**config.mk**
```make
export PLATFORM = sky130hd
export DESIGN_NAME = cplc_top
export DESIGN_NICKNAME = d
export VERILOG_FILES = /design/src/hdl/cplc_pkg.sv /design/src/hdl/cplc_top.sv
export SDC_FILE = /design/constraint.sdc
export NUM_CORES = 1
export LEC_CHECK = 0
export BUFFER_PORTS_ARGS = -buffer_cell sky130_fd_sc_hd__buf_4
export CAP_MARGIN = 10
export CELL_PAD_IN_SITES_DETAIL_PLACEMENT = 1
export CELL_PAD_IN_SITES_GLOBAL_PLACEMENT = 1
export CORE_UTILIZATION = 46
export CTS_BUF_LIST = sky130_fd_sc_hd__clkbuf_16
export DETAILED_ROUTE_END_ITERATION = 12
export PLACE_DENSITY = 0.85
export SYNTH_ARGS = -nofsm -noshare
export SYNTH_HDL_FRONTEND = slang
export SYNTH_SLANG_ARGS = --single-unit
```
**constraint.sdc**
```tcl
create_clock -name clock -period 7.1 [get_ports clock]
set_input_delay 1.065 -clock clock [delete_from_list [all_inputs] [get_ports clock]]
set_output_delay 1.065 -clock clock [all_outputs]
set_load 0.01 [all_outputs]
```
**src/hdl/cplc_pkg.sv**
```systemverilog
package cplc_pkg;

  ////////////////////////////////////////////////////////////////////////////
  // Register map, byte addresses on the 8-bit register port
  localparam logic [7:0] CPLC_ADDR_SYSTEM_POWER_STATE = 8'h00;
  localparam logic [7:0] CPLC_ADDR_PUMP_CONTROL       = 8'hac;
  localparam logic [7:0] CPLC_ADDR_PUMP_TIMING        = 8'had;
  localparam logic [7:0] CPLC_ADDR_PUMP_THRESHOLD     = 8'hae;

  // Field positions
  localparam int CPLC_SYS_ACTIVE_BIT   = 0;
  localparam int CPLC_PUMP_ENABLE_BIT  = 7;
  localparam int CPLC_SAVER_BIT        = 6;
  localparam int CPLC_TRACK_LSB        = 4;
  localparam int CPLC_MANUAL_LSB       = 2;
  localparam int CPLC_DECAY_LSB        = 3;
  localparam int CPLC_CLKDIV_LSB       = 0;
  localparam int CPLC_THRESH_LSB       = 0;

  // Reset values of the fields
  localparam logic       CPLC_RST_SYS_ACTIVE = 1'b0;
  localparam logic       CPLC_RST_PUMP_EN    = 1'b0;
  localparam logic       CPLC_RST_SAVER      = 1'b1;
  localparam logic [1:0] CPLC_RST_TRACK      = 2'h2;
  localparam logic [1:0] CPLC_RST_MANUAL     = 2'h0;
  localparam logic [2:0] CPLC_RST_DECAY      = 3'h2;
  localparam logic [2:0] CPLC_RST_CLKDIV     = 3'h1;
  localparam logic [5:0] CPLC_RST_THRESH     = 6'h0e;

  // Tracking source codes
  localparam logic [1:0] CPLC_TRK_MANUAL = 2'h0;
  localparam logic [1:0] CPLC_TRK_MAXVOL = 2'h1;
  localparam logic [1:0] CPLC_TRK_DACVOL = 2'h2;
  localparam logic [1:0] CPLC_TRK_SIGMAG = 2'h3;

  // Pump level codes
  localparam logic [1:0] CPLC_LVL_STANDBY = 2'h0;
  localparam logic [1:0] CPLC_LVL_HALF    = 2'h2;
  localparam logic [1:0] CPLC_LVL_FULL    = 2'h3;

  // Clock divider codes
  localparam logic [2:0] CPLC_CLK_STOP = 3'h5;

  // Decay times in ms, per code; code 6 is undefined and treated as 512 ms
  localparam int CPLC_CLK_HZ     = 20_000_000;
  localparam int CPLC_CYC_PER_MS = CPLC_CLK_HZ / 1000;
  localparam int CPLC_DECAY_MS_MAX = 512;

  // Control fields travelling together
  typedef struct packed {
    logic       sys_active;
    logic       pump_enable;
    logic       low_load_power_saver;
    logic [1:0] tracking_source_select;
    logic [1:0] manual_level_select;
    logic [2:0] decay_interval_select;
    logic [2:0] pump_clock_divider;
    logic [5:0] half_rail_threshold;
  } cplc_cfg_s;

  // Decay code to ms
  function automatic logic [9:0] cplc_decay_ms(input logic [2:0] code);
    case (code)
      3'h0:    cplc_decay_ms = 10'h000;
      3'h1:    cplc_decay_ms = 10'h002;
      3'h2:    cplc_decay_ms = 10'h004;
      3'h3:    cplc_decay_ms = 10'h010;
      3'h4:    cplc_decay_ms = 10'h040;
      3'h5:    cplc_decay_ms = 10'h080;
      default: cplc_decay_ms = 10'h200;
    endcase
  endfunction : cplc_decay_ms

endpackage : cplc_pkg

```
**src/hdl/cplc_top.sv**
```systemverilog
// Summary of operation
// - Pump runs only while pump enable is one; disabled after reset.
// - Low-load power saver bit turns on reduced switching; resets to one.
// - Tracking source picks manual, largest volume, DAC volume or signal magnitude.
// - Manual level picks standby, half or full supply; code 01 reserved.
// - Decay field sets full-to-half transition time, 0 to 512 ms.
// - Clock field divides system clock by 8 to 128, or stops it.
// - Half rail allowed when tracked level is at or below threshold.
// - Threshold compare only used for tracking codes 10 and 11.
// - Device stays in standby until system active bit is set.
`timescale 1ns/1ns
`default_nettype none

module cplc_top
  import cplc_pkg::*;
#(
  parameter int DECAY_CYC_PER_MS = CPLC_CYC_PER_MS
)(
  // Clock and reset
  input  wire logic       clock,
  input  wire logic       srst,
  // Register port
  input  wire logic       reg_wr,
  input  wire logic [7:0] reg_addr,
  input  wire logic [7:0] reg_wdata,
  output var  logic [7:0] reg_rdata_q,
  // Level sources from the audio path
  input  wire logic [5:0] max_out_volume,
  input  wire logic [5:0] dac_volume,
  input  wire logic [5:0] signal_magnitude,
  // Analog pump stage
  output var  logic       system_active_q,
  output var  logic       pump_run_q,
  output var  logic       low_power_mode_q,
  output var  logic [1:0] pump_level_q,
  output var  logic       pump_clock_en_q
);

  initial
  begin
    if (DECAY_CYC_PER_MS < 1 || DECAY_CYC_PER_MS > 1048576)
      $error("DECAY_CYC_PER_MS must be from one to 2**20");
  end

  ////////////////////////////////////////////////////////////////////////////
  // Register file
  cplc_cfg_s cfg_q, cfg_d;
  logic [7:0] rdata_d;

  // Writes land only in defined fields, reserved bits dropped
  always_comb
  begin
    cfg_d = cfg_q;
    if (reg_wr)
    begin
      case (reg_addr)
        CPLC_ADDR_SYSTEM_POWER_STATE: cfg_d.sys_active = reg_wdata[CPLC_SYS_ACTIVE_BIT];
        CPLC_ADDR_PUMP_CONTROL:
        begin
          cfg_d.pump_enable            = reg_wdata[CPLC_PUMP_ENABLE_BIT];
          cfg_d.low_load_power_saver   = reg_wdata[CPLC_SAVER_BIT];
          cfg_d.tracking_source_select = reg_wdata[CPLC_TRACK_LSB +: 2];
          cfg_d.manual_level_select    = reg_wdata[CPLC_MANUAL_LSB +: 2];
        end
        CPLC_ADDR_PUMP_TIMING:
        begin
          cfg_d.decay_interval_select = reg_wdata[CPLC_DECAY_LSB +: 3];
          cfg_d.pump_clock_divider    = reg_wdata[CPLC_CLKDIV_LSB +: 3];
        end
        CPLC_ADDR_PUMP_THRESHOLD: cfg_d.half_rail_threshold = reg_wdata[CPLC_THRESH_LSB +: 6];
        default: ;
      endcase
    end
  end

  // Read mux, reserved bits as zero, unmapped reads zero
  always_comb
  begin
    rdata_d = 8'h00;
    case (reg_addr)
      CPLC_ADDR_SYSTEM_POWER_STATE: rdata_d[CPLC_SYS_ACTIVE_BIT] = cfg_q.sys_active;
      CPLC_ADDR_PUMP_CONTROL:
      begin
        rdata_d[CPLC_PUMP_ENABLE_BIT]   = cfg_q.pump_enable;
        rdata_d[CPLC_SAVER_BIT]         = cfg_q.low_load_power_saver;
        rdata_d[CPLC_TRACK_LSB +: 2]    = cfg_q.tracking_source_select;
        rdata_d[CPLC_MANUAL_LSB +: 2]   = cfg_q.manual_level_select;
      end
      CPLC_ADDR_PUMP_TIMING:
      begin
        rdata_d[CPLC_DECAY_LSB +: 3]  = cfg_q.decay_interval_select;
        rdata_d[CPLC_CLKDIV_LSB +: 3] = cfg_q.pump_clock_divider;
      end
      CPLC_ADDR_PUMP_THRESHOLD: rdata_d[CPLC_THRESH_LSB +: 6] = cfg_q.half_rail_threshold;
      default: ;
    endcase
  end

  // Register the fields and read data
  always_ff @(posedge clock)
  begin
    if (srst)
    begin
      cfg_q.sys_active             <= CPLC_RST_SYS_ACTIVE;
      cfg_q.pump_enable            <= CPLC_RST_PUMP_EN;
      cfg_q.low_load_power_saver   <= CPLC_RST_SAVER;
      cfg_q.tracking_source_select <= CPLC_RST_TRACK;
      cfg_q.manual_level_select    <= CPLC_RST_MANUAL;
      cfg_q.decay_interval_select  <= CPLC_RST_DECAY;
      cfg_q.pump_clock_divider     <= CPLC_RST_CLKDIV;
      cfg_q.half_rail_threshold    <= CPLC_RST_THRESH;
      reg_rdata_q                  <= 8'h00;
    end
    else
    begin
      cfg_q       <= cfg_d;
      reg_rdata_q <= rdata_d;
    end
  end

  ////////////////////////////////////////////////////////////////////////////
  // Level selection and decay
  typedef enum logic [1:0] {
    CPLC_ST_FULL  = 2'b01,
    CPLC_ST_DECAY = 2'b10
  } cplc_state_e;

  cplc_state_e st_q, st_d;
  logic [5:0]  tracked;
  logic        want_half;
  logic        want_full;
  logic [1:0]  level_d;
  logic [19:0] ms_cnt_q, ms_cnt_d;
  logic [9:0]  ms_left_q, ms_left_d;
  logic        running;

  assign running = cfg_q.sys_active && cfg_q.pump_enable;

  // Tracked level from the chosen source
  always_comb
  begin
    case (cfg_q.tracking_source_select)
      CPLC_TRK_MAXVOL: tracked = max_out_volume;
      CPLC_TRK_DACVOL: tracked = dac_volume;
      CPLC_TRK_SIGMAG: tracked = signal_magnitude;
      default:         tracked = 6'h00;
    endcase
    // Automatic codes compare against threshold; code 01 always runs full
    want_half = 1'b0;
    want_full = 1'b0;
    if (cfg_q.tracking_source_select == CPLC_TRK_MANUAL)
    begin
      want_half = cfg_q.manual_level_select == CPLC_LVL_HALF;
      want_full = cfg_q.manual_level_select == CPLC_LVL_FULL;
    end
    else if (cfg_q.tracking_source_select == CPLC_TRK_MAXVOL)
      want_full = 1'b1;
    else
    begin
      want_half = tracked <= cfg_q.half_rail_threshold;
      want_full = !want_half;
    end
  end

  // Full-to-half steps wait the decay interval before dropping
  always_comb
  begin
    st_d      = st_q;
    ms_cnt_d  = ms_cnt_q;
    ms_left_d = ms_left_q;
    level_d   = CPLC_LVL_STANDBY;
    if (!running || !(want_half || want_full))
      st_d = CPLC_ST_FULL;
    else
    begin
      case (st_q)
        CPLC_ST_FULL:
        begin
          level_d = want_half ? CPLC_LVL_HALF : CPLC_LVL_FULL;
          if (pump_level_q == CPLC_LVL_FULL && want_half
              && cplc_decay_ms(cfg_q.decay_interval_select) != 10'h000)
          begin
            st_d      = CPLC_ST_DECAY;
            level_d   = CPLC_LVL_FULL;
            ms_cnt_d  = 20'h00000;
            ms_left_d = cplc_decay_ms(cfg_q.decay_interval_select);
          end
        end
        CPLC_ST_DECAY:
        begin
          level_d = CPLC_LVL_FULL;
          if (want_full)
            st_d = CPLC_ST_FULL;
          else if (ms_cnt_q == 20'(DECAY_CYC_PER_MS - 1))
          begin
            ms_cnt_d  = 20'h00000;
            ms_left_d = ms_left_q - 10'h001;
            if (ms_left_q == 10'h001)
            begin
              st_d    = CPLC_ST_FULL;
              level_d = CPLC_LVL_HALF;
            end
          end
          else
            ms_cnt_d = ms_cnt_q + 20'h00001;
        end
        default: st_d = CPLC_ST_FULL;
      endcase
    end
  end

  ////////////////////////////////////////////////////////////////////////////
  // Pump clock divider, one-cycle enable pulse
  logic [6:0] div_q, div_d;
  logic       clk_en_d;

  always_comb
  begin
    div_d    = div_q + 7'h01;
    clk_en_d = 1'b0;
    if (!running || cfg_q.pump_clock_divider > 3'h4) // Stop and reserved codes
      div_d = 7'h00;
    else if (div_q == 7'((8 << cfg_q.pump_clock_divider) - 1))
    begin
      div_d    = 7'h00;
      clk_en_d = 1'b1;
    end
  end

  // State and output registers
  always_ff @(posedge clock)
  begin
    if (srst)
    begin
      st_q             <= CPLC_ST_FULL;
      ms_cnt_q         <= 20'h00000;
      ms_left_q        <= 10'h000;
      div_q            <= 7'h00;
      system_active_q  <= 1'b0;
      pump_run_q       <= 1'b0;
      low_power_mode_q <= 1'b0;
      pump_level_q     <= CPLC_LVL_STANDBY;
      pump_clock_en_q  <= 1'b0;
    end
    else
    begin
      st_q             <= st_d;
      ms_cnt_q         <= ms_cnt_d;
      ms_left_q        <= ms_left_d;
      div_q            <= div_d;
      system_active_q  <= cfg_q.sys_active;
      pump_run_q       <= running;
      low_power_mode_q <= running && cfg_q.low_load_power_saver;
      pump_level_q     <= level_d;
      pump_clock_en_q  <= clk_en_d;
    end
  end
endmodule : cplc_top

`default_nettype wire

```
==> impl_metrics.yaml <==
run_status:
  outcome: "completed"
timing:
  timing.clock.skew_ns: 0.00891
  worst_slew_margin_rel_pct: 43.8
  fin_hold_ws_ns: 0.447
  hold_viol: 0
  tightest_slew_ns: 0.843
  max_slew_vio_count: 0
  max_clock_freq_ghz: 0.264
  grt_setup_unrepaired: "no"
  setup_violations: 0
  final_worst_path_period_need_ns: 3.79
  min_period_over_period_pct: 53.3
  setup-tns-final_ns: 0
cells_and_area:
  final_core_util_pct: 57.1
  fillCellCount: 938
  drive_above_1_share_pct: 15.9
  finish.net_count: 530
  antenna-diode-count: 0
  layout-area-overhead-vs-synth_pct: 19.1
yosys:
  syn_area_mm2: 0.00372
  synthTopCellsByArea: "sky130_fd_sc_hd__dfxtp_1, sky130_fd_sc_hd__nor2_1, sky130_fd_sc_hd__mux2i_1"
  synth-edff-count: 0
  synth-compound-area-share_pct: 12.1
  synthDominantCellAreaShare_pct: 38.7
  synth-xor-area-share_pct: 6.35
  synth_seq_area_share_pct: 38.7
  syn-instance-count: 441
  asyncSetResetFlopFracSynth_pct: 0
  synth_top_family_by_area: "simple AND/OR/NAND/NOR gates"
  synth_simple_gate_area_share_pct: 26.5
  synth.avg_cell_area_um2: 8.44
  synthTopCellsByCount: "sky130_fd_sc_hd__dfxtp_1, sky130_fd_sc_hd__nor2_1, sky130_fd_sc_hd__nand2_1"
  yosys-mux-area-fraction_pct: 8.00
  synth_fp_nets: 491
  yosys.cell_count.top_type: "sky130_fd_sc_hd__dfxtp_1"
  ys_ff_latch: 72
  synthesized_area_fraction_occupied_by_adder_cells_pct: 4.37
  yosysWarningCount: 0
  synth_cell_type_count: 52
  ys_dominant_reg_cell: "sky130_fd_sc_hd__dfxtp_1"
  post-synth-top-area-cell: "sky130_fd_sc_hd__dfxtp_1"
die:
  initial_utilization_pct: 47.9
  fp.dieArea_mm2: 0.00846
  core_area_mm2: 0.00777
  floorplan.die.width_um: 92.0
  num_rows: 32
  ioPinCount: 51
  dieHeight_um: 92.0
clock_tree:
  clk_latency_ns: 0.33
  post_cts.repair.setup_buffers: 0
  cts_max_level: 3
  clock_tree_from_tritoncts: "built"
  tritoncts.num_buffers: 9
  cts_buffer_depth: 2
  numClockSinks: 72
  cts_root_buffer: "sky130_fd_sc_hd__clkbuf_16"
  post_cts_resize_count: 0
  cts.reportedPaths.clkPinSlew_ns: 0.06
  cts_hold_buffers: 0
setup_path:
  crit_path_end_kind: "flip-flop"
  cp-start-kind: "primary input"
  crit_path_max_fanout: 18
  critPathArrivalTime_ns: 4.03
  crit-reg2reg-launch: "cfg_q[14]"
  worstPathRequired_ns: 7.35
  path_class: "in2reg"
  critPathLaunch: "signal_magnitude[4]"
global_routing:
  global_route.overflow_total: 0
  grt_pass1_wl_um: 17100
  grt_antenna_before_repair: 0
  pin_count_of_the_biggest_net_entering_global_routing: 26
  grt_pass1_vias: 3494
  global_route.usage.total_pct: 25.7
power:
  power_per_cell_area_mw_per_mm2: 203
  max-vdd-ir-drop_uv: 136
  cellLeakagePower_nw: 1.83
job:
  drv.max_cap_violation_count: 0
drt:
  drt_pre_antenna_iters: 4
  postRouteAntennaNets: 0
  viasPerCell: 5.71
  drtIter0Drc: 131
  route.detailed.drc: 0
  num_vias: 3353
  post_drt_wl_per_cell_um: 17.7
  routed_wl_um: 10400
worst_hold_path:
  worst_hold_path_type: "reg2reg"
  timing.hold.worst.start: "div_q[0]"
place:
  post-dp-hpwl_um: 7170
  place.port_buffers: 50
  gp_routability_congestion: 0.789
-- worst max-delay path: stages --
cell and delay, ns:
sky130_fd_sc_hd__buf_4 0.11, sky130_fd_sc_hd__mux2_2 0.26, sky130_fd_sc_hd__a22o_1 0.23, sky130_fd_sc_hd__ha_1 0.29, sky130_fd_sc_hd__nand4_1 0.13, sky130_fd_sc_hd__a21oi_1 0.08, sky130_fd_sc_hd__o31a_1 0.52, sky130_fd_sc_hd__nor3_2 0.65
sky130_fd_sc_hd__or4b_1 0.50, sky130_fd_sc_hd__a21oi_1 0.20
-- registers in the layout, indices dropped and copies added (netlist names) --
register	cells
ms_cnt_q	20
ms_left_q	10
reg_rdata_q	8
pump_run_q	1
cfg_q	19
div_q	7
pump_clock_en_q	1
low_power_mode_q	1
system_active_q	1
st_q	2
pump_level_q	2
-- layout by cell type, fill, tap and decap left out, types with 5 or more instances in the layout --
| cell | count |
|---|---|
| sky130_fd_sc_hd__ha_1 | 13 |
| sky130_fd_sc_hd__nand3_1 | 15 |
| sky130_fd_sc_hd__nand2_1 | 37 |
| sky130_fd_sc_hd__inv_1 | 16 |
| sky130_fd_sc_hd__a21oi_1 | 22 |
| sky130_fd_sc_hd__dfxtp_1 | 72 |
| sky130_fd_sc_hd__o31ai_1 | 6 |
| sky130_fd_sc_hd__mux2_2 | 6 |
| sky130_fd_sc_hd__nand4_1 | 6 |
| sky130_fd_sc_hd__xnor2_1 | 20 |
| sky130_fd_sc_hd__and3_1 | 9 |
| sky130_fd_sc_hd__nor3_1 | 8 |
| sky130_fd_sc_hd__o21ai_0 | 7 |
| sky130_fd_sc_hd__mux2i_1 | 23 |
| sky130_fd_sc_hd__a22o_1 | 6 |
| sky130_fd_sc_hd__xor2_1 | 7 |
| sky130_fd_sc_hd__a211oi_1 | 5 |
| sky130_fd_sc_hd__clkbuf_16 | 9 |
| sky130_fd_sc_hd__or3_1 | 5 |
| sky130_fd_sc_hd__nor4_1 | 15 |
| sky130_fd_sc_hd__buf_4 | 50 |
| sky130_fd_sc_hd__nor2_1 | 69 |
| sky130_fd_sc_hd__nor2b_1 | 6 |
-- per-stage QoR --
stage | area [um^2] | std cells | worst slack (ns) | power, mW
final | 4430 | 587 | 3.31 | 0.901
after global routing | 4430 | 587 | 3.15 | 0.926
after CTS | 4430 | 587 | 3.36 | 0.907
after detailed placement | 4140 | 571 | 3.09 | 0.455
after global placement | 4140 | 571 | 3.23 | 0.454
after floorplan | 3720 | 441 | 3.75 | 0.433
-- final cells by class --
class	instances	area (um^2)	share of cell area (%)
flip-flops and latches	72	1440	32.5
repair buffers	50	375	8.47
multi-input cells	332	2140	48.2
inverters	15	56.3	1.27
well taps	102	128	2.88
clock inverters	7	71.3	1.61
clock buffers	9	225	5.08
-- per-layer routing --
layer / wire length (um) / global-route usage (%) / part of all wire [%]
met5: 0 / 0 / 0
met4: 186 / 8.33 / 1.8
met3: 392 / 5.14 / 3.8
met2: 5200 / 46.3 / 50
met1: 4590 / 30.2 / 44
-- where the power goes --
group          total, mW  switching, mW  internal [mW]
combinational     0.0423         0.0214         0.0208
sequential         0.404       0.000268          0.404
clock              0.454          0.181          0.273
total              0.901          0.203          0.698
-- kinds of logic (layout without fill, tap and decap cells) --
| group | Yosys count | count (layout) |
|---|---|---|
| xor gates and xnor gates | 27 | 27 |
| buffers and inverters | 37 | 81 |
| muxes | 29 | 29 |
| DFF | 72 | 72 |
| adders and majority gates | 13 | 13 |
| and+or+nand+nor | 197 | 197 |
| AOI/OAI and AO/OA | 66 | 66 |
-- worst paths after layout --
kind,endpoint,slack [ns],cells past startpoint
hold reg to reg,div_q[0],0.45,1
setup reg to reg,ms_left_q[5],3.36,9
setup / recovery,ms_left_q[5],3.31,10
hold / removal,div_q[0],0.45,1
(Power assumes the default switching activity.)
